==> config.mk <==
export PLATFORM = sky130hd
export DESIGN_NAME = bcr_regs
export DESIGN_NICKNAME = d
export VERILOG_FILES = /design/src/bcr_pkg.sv /design/src/bcr_regs.sv
export VERILOG_INCLUDE_DIRS = /design/src
export SDC_FILE = /design/constraint.sdc
export NUM_CORES = 1
export LEC_CHECK = 0
export ABC_AREA = 0
export BUFFER_PORTS_ARGS = -buffer_cell sky130_fd_sc_hd__buf_4
export CORE_AREA = 3 3 154 111
export DETAILED_ROUTE_END_ITERATION = 8
export DIE_AREA = 0 0 157 114
export HOLD_SLACK_MARGIN = 0.06
export SLEW_MARGIN = 20
export SYNTH_ARGS = -nofsm -noshare
export SYNTH_HDL_FRONTEND = slang
export SYNTH_SLANG_ARGS = --single-unit
==> constraint.sdc <==
create_clock -name clk_sys_i -period 2.5 [get_ports clk_sys_i]
set_input_delay 0.375 -clock clk_sys_i [delete_from_list [all_inputs] [get_ports clk_sys_i]]
set_output_delay 0.375 -clock clk_sys_i [all_outputs]
set_load 0.1 [all_outputs]
==> src/bcr_cfg.svh <==
// Constants for the soft-reset and boost-converter command decode block.
// Assumes the serial front end delivers whole 16-bit data words with a strobe.
// How it works
// - Prefix 100 selects the software command word
// - Toggle bit D12 copied into status bit
// - Low twelve bits 0x555 cause software reset
// - Missed refresh while enabled raises alert output
// - Prefix 011 selects boost config; D12-D7 ignored
// - D6 picks internal or bypassed compensation resistor
// - D5:D4 sets phase arrangement of four converters
// - D3:D2 sets switching rate from 13 MHz
// - D1:D0 sets boost voltage ceiling
// - Each channel keeps own slew-rate setting
`ifndef BCR_CFG_SVH
`define BCR_CFG_SVH
`define BCR_PFX_SW 3'h4
`define BCR_PFX_BOOST 3'h3
`define BCR_PFX_SLEW 3'h0
`define BCR_KEY_RESET 12'h555
`define BCR_KEY_REFRESH 12'h195
`define BCR_BIT_TOGGLE 12
`define BCR_BIT_COMP 6
`define BCR_RST_COMP 1'h0
`define BCR_RST_PHASE 2'h0
`define BCR_RST_RATE 2'h1
`define BCR_RST_VMAX 2'h0
`define BCR_OSC_HZ 13000000
`define BCR_DIV_250K 6'h34
`define BCR_DIV_410K 6'h20
`define BCR_DIV_650K 6'h14
`endif

==> src/bcr_pkg.sv <==
// Types for the soft-reset and boost-converter command decode block.
// Assumes bcr_cfg.svh is compiled alongside.
package bcr_pkg;
    typedef struct packed {
        logic comp_bypass;
        logic [1:0] phase;
        logic [1:0] rate;
        logic [1:0] vmax;
    } bcr_boost_s;
    typedef struct packed {
        logic enable;
        logic [3:0] clock_sel;
        logic [2:0] step;
    } bcr_slew_s;
endpackage

==> src/bcr_regs.sv <==
// Word decode for the software command word, boost configuration and slew settings.
// Assumes word_i/word_valid_i come from serial logic on clk_sys_i; osc_i is a
// free-running 13 MHz oscillator pin, synchronised here; wdog inputs are on clk_sys_i.
`include "bcr_cfg.svh"
`timescale 1ns/10ps
`default_nettype none
module bcr_regs
    import bcr_pkg::*;
#(
    parameter int WDOG_W = 24,
    parameter int NCH = 4
) (
    input wire logic clk_sys_i,
    input wire logic resetn_i,
    input wire logic osc_i,
    input wire logic [15:0] word_i,
    input wire logic word_valid_i,
    input wire logic [1:0] slew_ch_i,
    input wire logic wdog_en_i,
    input wire logic [WDOG_W-1:0] wdog_timeout_i,
    output logic user_toggle_o,
    output logic soft_reset_o,
    output logic alert_o,
    output logic boost_comp_pin_o,
    output logic [1:0] boost_phase_arrangement_o,
    output logic [1:0] boost_voltage_ceiling_o,
    output logic [3:0] boost_clk_o,
    output bcr_slew_s [NCH-1:0] slew_cfg_o,
    output logic [15:0] boost_cfg_rd_o
);

    // Divider count for a rate code; unused code folds onto the default rate
    function automatic logic [5:0] rate_div(input logic [1:0] code);
        case (code)
            2'h0: rate_div = `BCR_DIV_250K;
            2'h2: rate_div = `BCR_DIV_650K;
            default: rate_div = `BCR_DIV_410K;
        endcase
    endfunction

    logic is_sw, is_boost, is_slew;
    assign is_sw = word_valid_i && (word_i[15:13] == `BCR_PFX_SW);
    assign is_boost = word_valid_i && (word_i[15:13] == `BCR_PFX_BOOST);
    assign is_slew = word_valid_i && (word_i[15:13] == `BCR_PFX_SLEW);

    logic reset_hit, refresh_hit;
    assign reset_hit = is_sw && (word_i[11:0] == `BCR_KEY_RESET);
    assign refresh_hit = is_sw && (word_i[11:0] == `BCR_KEY_REFRESH);

    // Oscillator pin synchroniser; stage one feeds only stage two
    logic osc_s1, osc_s2, osc_s3;
    always_ff @(posedge clk_sys_i or negedge resetn_i) begin
        if (!resetn_i) begin
            osc_s1 <= 1'h0;
            osc_s2 <= 1'h0;
            osc_s3 <= 1'h0;
        end else begin
            osc_s1 <= osc_i;
            osc_s2 <= osc_s1;
            osc_s3 <= osc_s2;
        end
    end
    logic osc_rise;
    assign osc_rise = osc_s2 && !osc_s3;

    // Configuration state
    bcr_boost_s boost, next_boost;
    bcr_slew_s [NCH-1:0] slew, next_slew;
    logic toggle, next_toggle;
    always_comb begin
        next_boost = boost;
        next_slew = slew;
        next_toggle = toggle;
        if (reset_hit) begin
            // Key resets all configuration, toggle included
            next_boost = '{`BCR_RST_COMP, `BCR_RST_PHASE, `BCR_RST_RATE, `BCR_RST_VMAX};
            next_slew = '0;
            next_toggle = 1'h0;
        end else begin
            if (is_sw)
                next_toggle = word_i[`BCR_BIT_TOGGLE];
            if (is_boost) begin
                next_boost.comp_bypass = word_i[`BCR_BIT_COMP];
                next_boost.phase = word_i[5:4];
                next_boost.rate = word_i[3:2];
                next_boost.vmax = word_i[1:0];
            end
            if (is_slew)
                next_slew[slew_ch_i] = '{word_i[12], word_i[6:3], word_i[2:0]};
        end
    end
    always_ff @(posedge clk_sys_i or negedge resetn_i) begin
        if (!resetn_i) begin
            boost <= '{`BCR_RST_COMP, `BCR_RST_PHASE, `BCR_RST_RATE, `BCR_RST_VMAX};
            slew <= '0;
            toggle <= 1'h0;
        end else begin
            boost <= next_boost;
            slew <= next_slew;
            toggle <= next_toggle;
        end
    end

    // Watchdog; counts only while enabled, refresh restarts it
    logic [WDOG_W-1:0] wd_cnt, next_wd_cnt;
    logic alert, next_alert;
    always_comb begin
        next_wd_cnt = wd_cnt;
        next_alert = alert;
        if (!wdog_en_i || refresh_hit || reset_hit) begin
            next_wd_cnt = '0;
            next_alert = reset_hit ? 1'h0 : alert && wdog_en_i;
        end else if (wd_cnt >= wdog_timeout_i) begin
            next_alert = 1'h1;
        end else begin
            next_wd_cnt = wd_cnt + 1'h1;
        end
    end
    always_ff @(posedge clk_sys_i or negedge resetn_i) begin
        if (!resetn_i) begin
            wd_cnt <= '0;
            alert <= 1'h0;
        end else begin
            wd_cnt <= next_wd_cnt;
            alert <= next_alert;
        end
    end

    // Switching clock: divide oscillator edges, then spread four phases
    // A half-period toggle gives the opposite edge; quarter steps give 90 degrees
    logic [5:0] div_cnt, next_div_cnt;
    logic [1:0] quad, next_quad;
    always_comb begin
        next_div_cnt = div_cnt;
        next_quad = quad;
        if (osc_rise) begin
            if (div_cnt >= (rate_div(boost.rate) >> 2) - 6'h1) begin
                next_div_cnt = '0;
                next_quad = quad + 2'h1;
            end else begin
                next_div_cnt = div_cnt + 6'h1;
            end
        end
    end
    always_ff @(posedge clk_sys_i or negedge resetn_i) begin
        if (!resetn_i) begin
            div_cnt <= '0;
            quad <= '0;
        end else begin
            div_cnt <= next_div_cnt;
            quad <= next_quad;
        end
    end

    // Per-channel phase select
    logic base, inv, q90;
    logic [3:0] next_clk;
    assign base = !quad[1];
    assign inv = quad[1];
    assign q90 = (quad == 2'h1) || (quad == 2'h2);
    always_comb begin
        case (boost.phase)
            2'h0: next_clk = {4{base}};
            2'h1: next_clk = {inv, inv, base, base};
            2'h2: next_clk = {inv, base, inv, base};
            2'h3: next_clk = {!q90, inv, q90, base};
            default: next_clk = {4{base}};
        endcase
    end

    // Registered outputs
    always_ff @(posedge clk_sys_i or negedge resetn_i) begin
        if (!resetn_i) begin
            user_toggle_o <= 1'h0;
            soft_reset_o <= 1'h0;
            alert_o <= 1'h0;
            boost_comp_pin_o <= `BCR_RST_COMP;
            boost_phase_arrangement_o <= `BCR_RST_PHASE;
            boost_voltage_ceiling_o <= `BCR_RST_VMAX;
            boost_clk_o <= '0;
            slew_cfg_o <= '0;
            boost_cfg_rd_o <= '0;
        end else begin
            user_toggle_o <= toggle;
            soft_reset_o <= reset_hit;
            alert_o <= alert;
            boost_comp_pin_o <= boost.comp_bypass;
            boost_phase_arrangement_o <= boost.phase;
            boost_voltage_ceiling_o <= boost.vmax;
            boost_clk_o <= next_clk;
            slew_cfg_o <= slew;
            boost_cfg_rd_o <= {9'h0, boost};
        end
    end

    a_toggle_copy: assert property (@(posedge clk_sys_i) disable iff (!resetn_i)
        is_sw && !reset_hit |=> ##1 user_toggle_o == $past(word_i[12], 2))
        else $error("toggle bit not mirrored");
    a_reset_pulse: assert property (@(posedge clk_sys_i) disable iff (!resetn_i)
        reset_hit |=> soft_reset_o ##1 (boost_cfg_rd_o[1:0] == `BCR_RST_VMAX))
        else $error("reset key missed");
    a_boost_decode: assert property (@(posedge clk_sys_i) disable iff (!resetn_i)
        is_boost |=> ##1 boost_cfg_rd_o[6:0] == $past(word_i[6:0], 2))
        else $error("boost word not stored");
    a_comp_pin: assert property (@(posedge clk_sys_i) disable iff (!resetn_i)
        is_boost |=> ##1 boost_comp_pin_o == $past(word_i[6], 2))
        else $error("compensation select wrong");
    a_vmax_field: assert property (@(posedge clk_sys_i) disable iff (!resetn_i)
        is_boost |=> ##1 boost_voltage_ceiling_o == $past(word_i[1:0], 2))
        else $error("voltage ceiling wrong");
    a_other_ignored: assert property (@(posedge clk_sys_i) disable iff (!resetn_i)
        !is_boost && !reset_hit |=> $stable(boost))
        else $error("config changed by other word");
    a_alert_wdog: assert property (@(posedge clk_sys_i) disable iff (!resetn_i)
        !wdog_en_i ##1 !wdog_en_i |-> ##1 !alert_o)
        else $error("alert without watchdog");
    a_refresh_clear: assert property (@(posedge clk_sys_i) disable iff (!resetn_i)
        refresh_hit |=> wd_cnt == '0)
        else $error("refresh did not restart count");
    a_phase_same: assert property (@(posedge clk_sys_i) disable iff (!resetn_i)
        boost.phase == 2'h0 |=> boost_clk_o inside {4'h0, 4'hf})
        else $error("phases differ in mode 00");
    a_rate_fold: assert property (@(posedge clk_sys_i) disable iff (!resetn_i)
        boost.rate == 2'h3 && osc_rise && div_cnt == 6'h7 |=> div_cnt == 6'h0)
        else $error("code 11 not default rate");

endmodule // bcr_regs
`default_nettype wire

==> results by group <==
Outcome
  – Status: completed

Logic synthesis
  – Post-synthesis mux area share: 0.0183
  – Simple-Gate Fraction of Synth Area: 0.168
  – Synth Flop Type: dfrtp_1
  – Adder-cell share of the synthesized area: 0.0662
  – Seq/Total Area, Yosys: 0.558
  – Number of distinct library cells after synthesis: about 50
  – Ys async rst share: 1.00
  – Yosys Warn Count: 0
  – Yosys reg bits: roughly 120
  – Xor-xnor portion of the synthesized cell area: 0.0128
  – Synthesized area per cell: 10.6 µm²
  – Post-synth EDFFs: 0
  – Cell taking the most area after synthesis: dfrtp_1
  – Synthesized area: ~5500 µm²
  – Complex-gate fraction of the synthesized area: 0.117
  – Largest family of logic cells by synthesized area: simple AND/OR/NAND/NOR gates
  – Synthesized instance count: 518
  – Top post-synthesis cells by area: dfrtp_1, ha_1, nand2_1
  – Top cell type's share of synthesized area: 0.553

Timing
  – Final setup vio count: 0
  – Max Clock Freq: roughly 0.41 GHz
  – Worst-Margin Slew: between 0.6 and 0.7 ns
  – Period utilisation layout: 0.970
  – Clk_skew: roughly 0.0083 ns
  – Setup_tns: 0 ns
  – RSZ-0062 raised after global routing: yes
  – Max Transition Viols Final: 0
  – Hold Vio Cnt, Final: 0
  – Final min period: around 2.4 ns
  – Rel. slew slack: 0.539

Routing
  – DRT met1 WL: ~6.6 mm
  – Vias per std cell: roughly 5.1
  – Max Used Layer: met4
  – ANT nets after route: 0
  – DRT Wirelength: 13.6 mm
  – Metal3 WL: ~680 µm
  – Wire length per cell: 16.0 µm
  – TritonRoute pass-1 iters: 7
  – Met2 WL: slightly above 6 mm
  – Initial DRC count: 297
  – Vias: 4338
  – DRC viols: 0

Power and ir drop
  – NetSw: about 0.0028 W
  – Combinational share of power: 0.298
  – Worst VDD drop: roughly 0.00069 V
  – Pint: roughly 0.0044 W
  – Clock network fraction of total power: 0.352
  – Pwr dens: about 1000 nW/µm²
  – Net Sw Frac: 0.392
  – Leakage: approximately 3.6 nW
  – Register share of total power: 0.349

Finish
  – P&R area growth vs syn: 33.9%
  – Total inserted antenna cells: 0
  – NumNets Final: ~720
  – Layout cells sized above 1: 0.296
  – Commonest cells after routing, fill and taps aside: dfrtp_1, buf_4, nand2_1, inv_1, a21oi_1
  – Fill count: 1414
  – Final Core Density: 0.472

Global routing
  – Largest net degree at the start of global routing: 66
  – Vias in the first global route: about 4200
  – Grt total ovfl: 0
  – First-pass GRT wire length: 21.8 mm
  – Total Routing Usage GR: 0.154
  – Initial antenna violation count: 0

Worst setup path
  – R2R Setup Slk: 0.08 ns
  – WP data arrival: between 2 and 3 ns
  – Crit Path Max Fanout: 6
  – Critical path type: flop to flop
  – Slowest cell on crit path: dfrtp_1
  – Top cell by count, worst path: buf_6
  – Critical path data required time: about 2.8 ns
  – Cell family with most CP delay: simple AND/OR/NAND/NOR gates
  – CP max stage delay: 0.43 ns
  – CP cell instances: ha_4 > nand4_1 > nor4_4 > nand3_2 > o211ai_4 > buf_6 > buf_6 > nor4_2 > o21a_1
  – Buf+Inv Stages, Crit Path: 2
  – Worst Setup End Kind: flop
  – Worst setup SP type: flop

Clock network
  – Inserted Clock Buffers: 17
  – Htree depth: 4
  – Worst-Skew Late Latency: slightly above 0.4 ns
  – Clock sinks: approximately 120
  – TritonCTS clock tree: done
  – Clk slew on worst S/H paths: about 0.060 ns
  – Clock Root Buffer: clkbuf_16
  – CTS max path bufs: 2

Floorplanning
  – Initial core utilization: 0.352
  – Ports: between 100 and 150
  – Core area: between 15000 and 20000 µm²
  – Die height: ~110 µm
  – Die area: 17900 µm²
  – # rows: 38
  – Die Wd: ~160 µm

Worst hold path
  – Hold Path Class: input port to flop

Job
  – Maxcap violations: 0

Placement
  – DPL Wire Length: about 10 mm
  – Port Buf Inserts: 97
  – Routability Congestion: around 0.84
==> cells by family after synthesis <==
| family | count (synthesis) |
|---|---|
| multiplexers | 10 |
| other | 1 |
| AND/OR/NAND/NOR | 176 |
| buffers and inverters | 67 |
| flip-flops | 122 |
| adder cells (fa/ha/maj) | 29 |
| AO/OA/AOI/OAI | 105 |
| XOR/XNOR | 8 |
==> metal layers <==
metal,track usage,up-vias
met5,0,-
met1,0.221,2148
met2,0.223,111
li1,-,2051
met3,0.0398,28
met4,0.0624,0
==> worst min-delay path: stages <==
cell,delay [ns]
buf_4,0.12
nand4_1,0.06
o21ai_1,0.05
==> repair_timing <==
item | in CTS | in global routing
endpoints found under the hold margin | 39 | 0
gates cloned | 0 | 1
buffers inserted | 0 | 8
hold buffers | 2 | 0
setup endpoints to repair | 2 | 15
resized for setup | 1 | 26
pin swaps | 1 | 9
==> cell type report <==
type	instances	area, µm²	area share
Timing Repair Buffer	126	993	0.135
Multi-Input combinational cell	337	2280	0.311
Clock inverter	15	190	0.0259
Sequential cell	122	3060	0.417
Tap cell	200	250	0.0341
Clock buffer	17	425	0.0580
Inverter	36	135	0.0184
==> per-stage QoR <==
step           cells  power (W)  hold WS (ns)  area (µm²)  setup WS, ns
3_5_place_dp     810    0.00467         0.340        6480       -0.0829
6_report         853    0.00716         0.240        7330        0.0759
2_1_floorplan    526    0.00415        0.0794        5510         0.221
4_1_cts          844    0.00721         0.228        7110     -0.000251
3_3_place_gp     810    0.00465         0.340        6480      -0.00824
5_1_grt          853    0.00746         0.246        7330       -0.0179
==> power groups by stage <==
stage	Combinational (W)	Clock, W	Sequential, W
floorplan	0.000530	0	0.00362
global placement	0.00212	0	0.00253
detailed placement	0.00213	0	0.00254
CTS	0.00214	0.00257	0.00251
global route	0.00224	0.00267	0.00255
finish	0.00214	0.00252	0.00250
==> flip-flops by register name, summed over array words and instances (netlist names) <==
signal,count
boost_cfg_rd_o,5
boost_phase_arrangement_o,1
user_toggle_o,1
div_cnt,6
wd_cnt,24
osc_s2,1
soft_reset_o,1
quad,2
osc_s3,1
boost_clk_o,4
slew_cfg_o,32
slew,32
osc_s1,1
alert,1
alert_o,1
boost_voltage_ceiling_o,1
toggle,1
boost,7
==> synthesized netlist by cell type, types with 3 or more instances <==
master / number
xnor2_1: 5
a21oi_1: 43
inv_1: 36
mux2i_1: 10
o211ai_1: 3
and3_1: 4
dfrtp_1: 121
nor2_1: 20
or3_1: 7
o31ai_1: 14
nand3_1: 21
and2_1: 3
or4_1: 15
xor2_1: 3
o21ai_0: 15
nand2_1: 70
ha_1: 29
o21ai_1: 5
o22ai_1: 15
buf_2: 6
buf_4: 15
clkbuf_1: 9
nand4_2: 3
nor3_1: 3
nand2b_1: 4
nand4_1: 8
nor2b_1: 4
==> final timing paths <==
kind                                        startpoint                  endpoint  depth (start not counted)
min in group asynchronous                     resetn_i  slew_cfg_o[19]$_DFF_PN0_                          2
worst max register to register  wd_cnt[17]$_DFFE_PN0P_    wd_cnt[21]$_DFFE_PN0P_                          9
max in group asynchronous                     resetn_i      boost[2]$_DFFE_PN1P_                          3
worst min-delay path                        word_i[15]        toggle$_DFFE_PN0P_                          3
worst min register to register        osc_s1$_DFF_PN0_          osc_s2$_DFF_PN0_                          0
worst max-delay path            wd_cnt[17]$_DFFE_PN0P_    wd_cnt[21]$_DFFE_PN0P_                          9
Power figures use the tool's default switching activity.
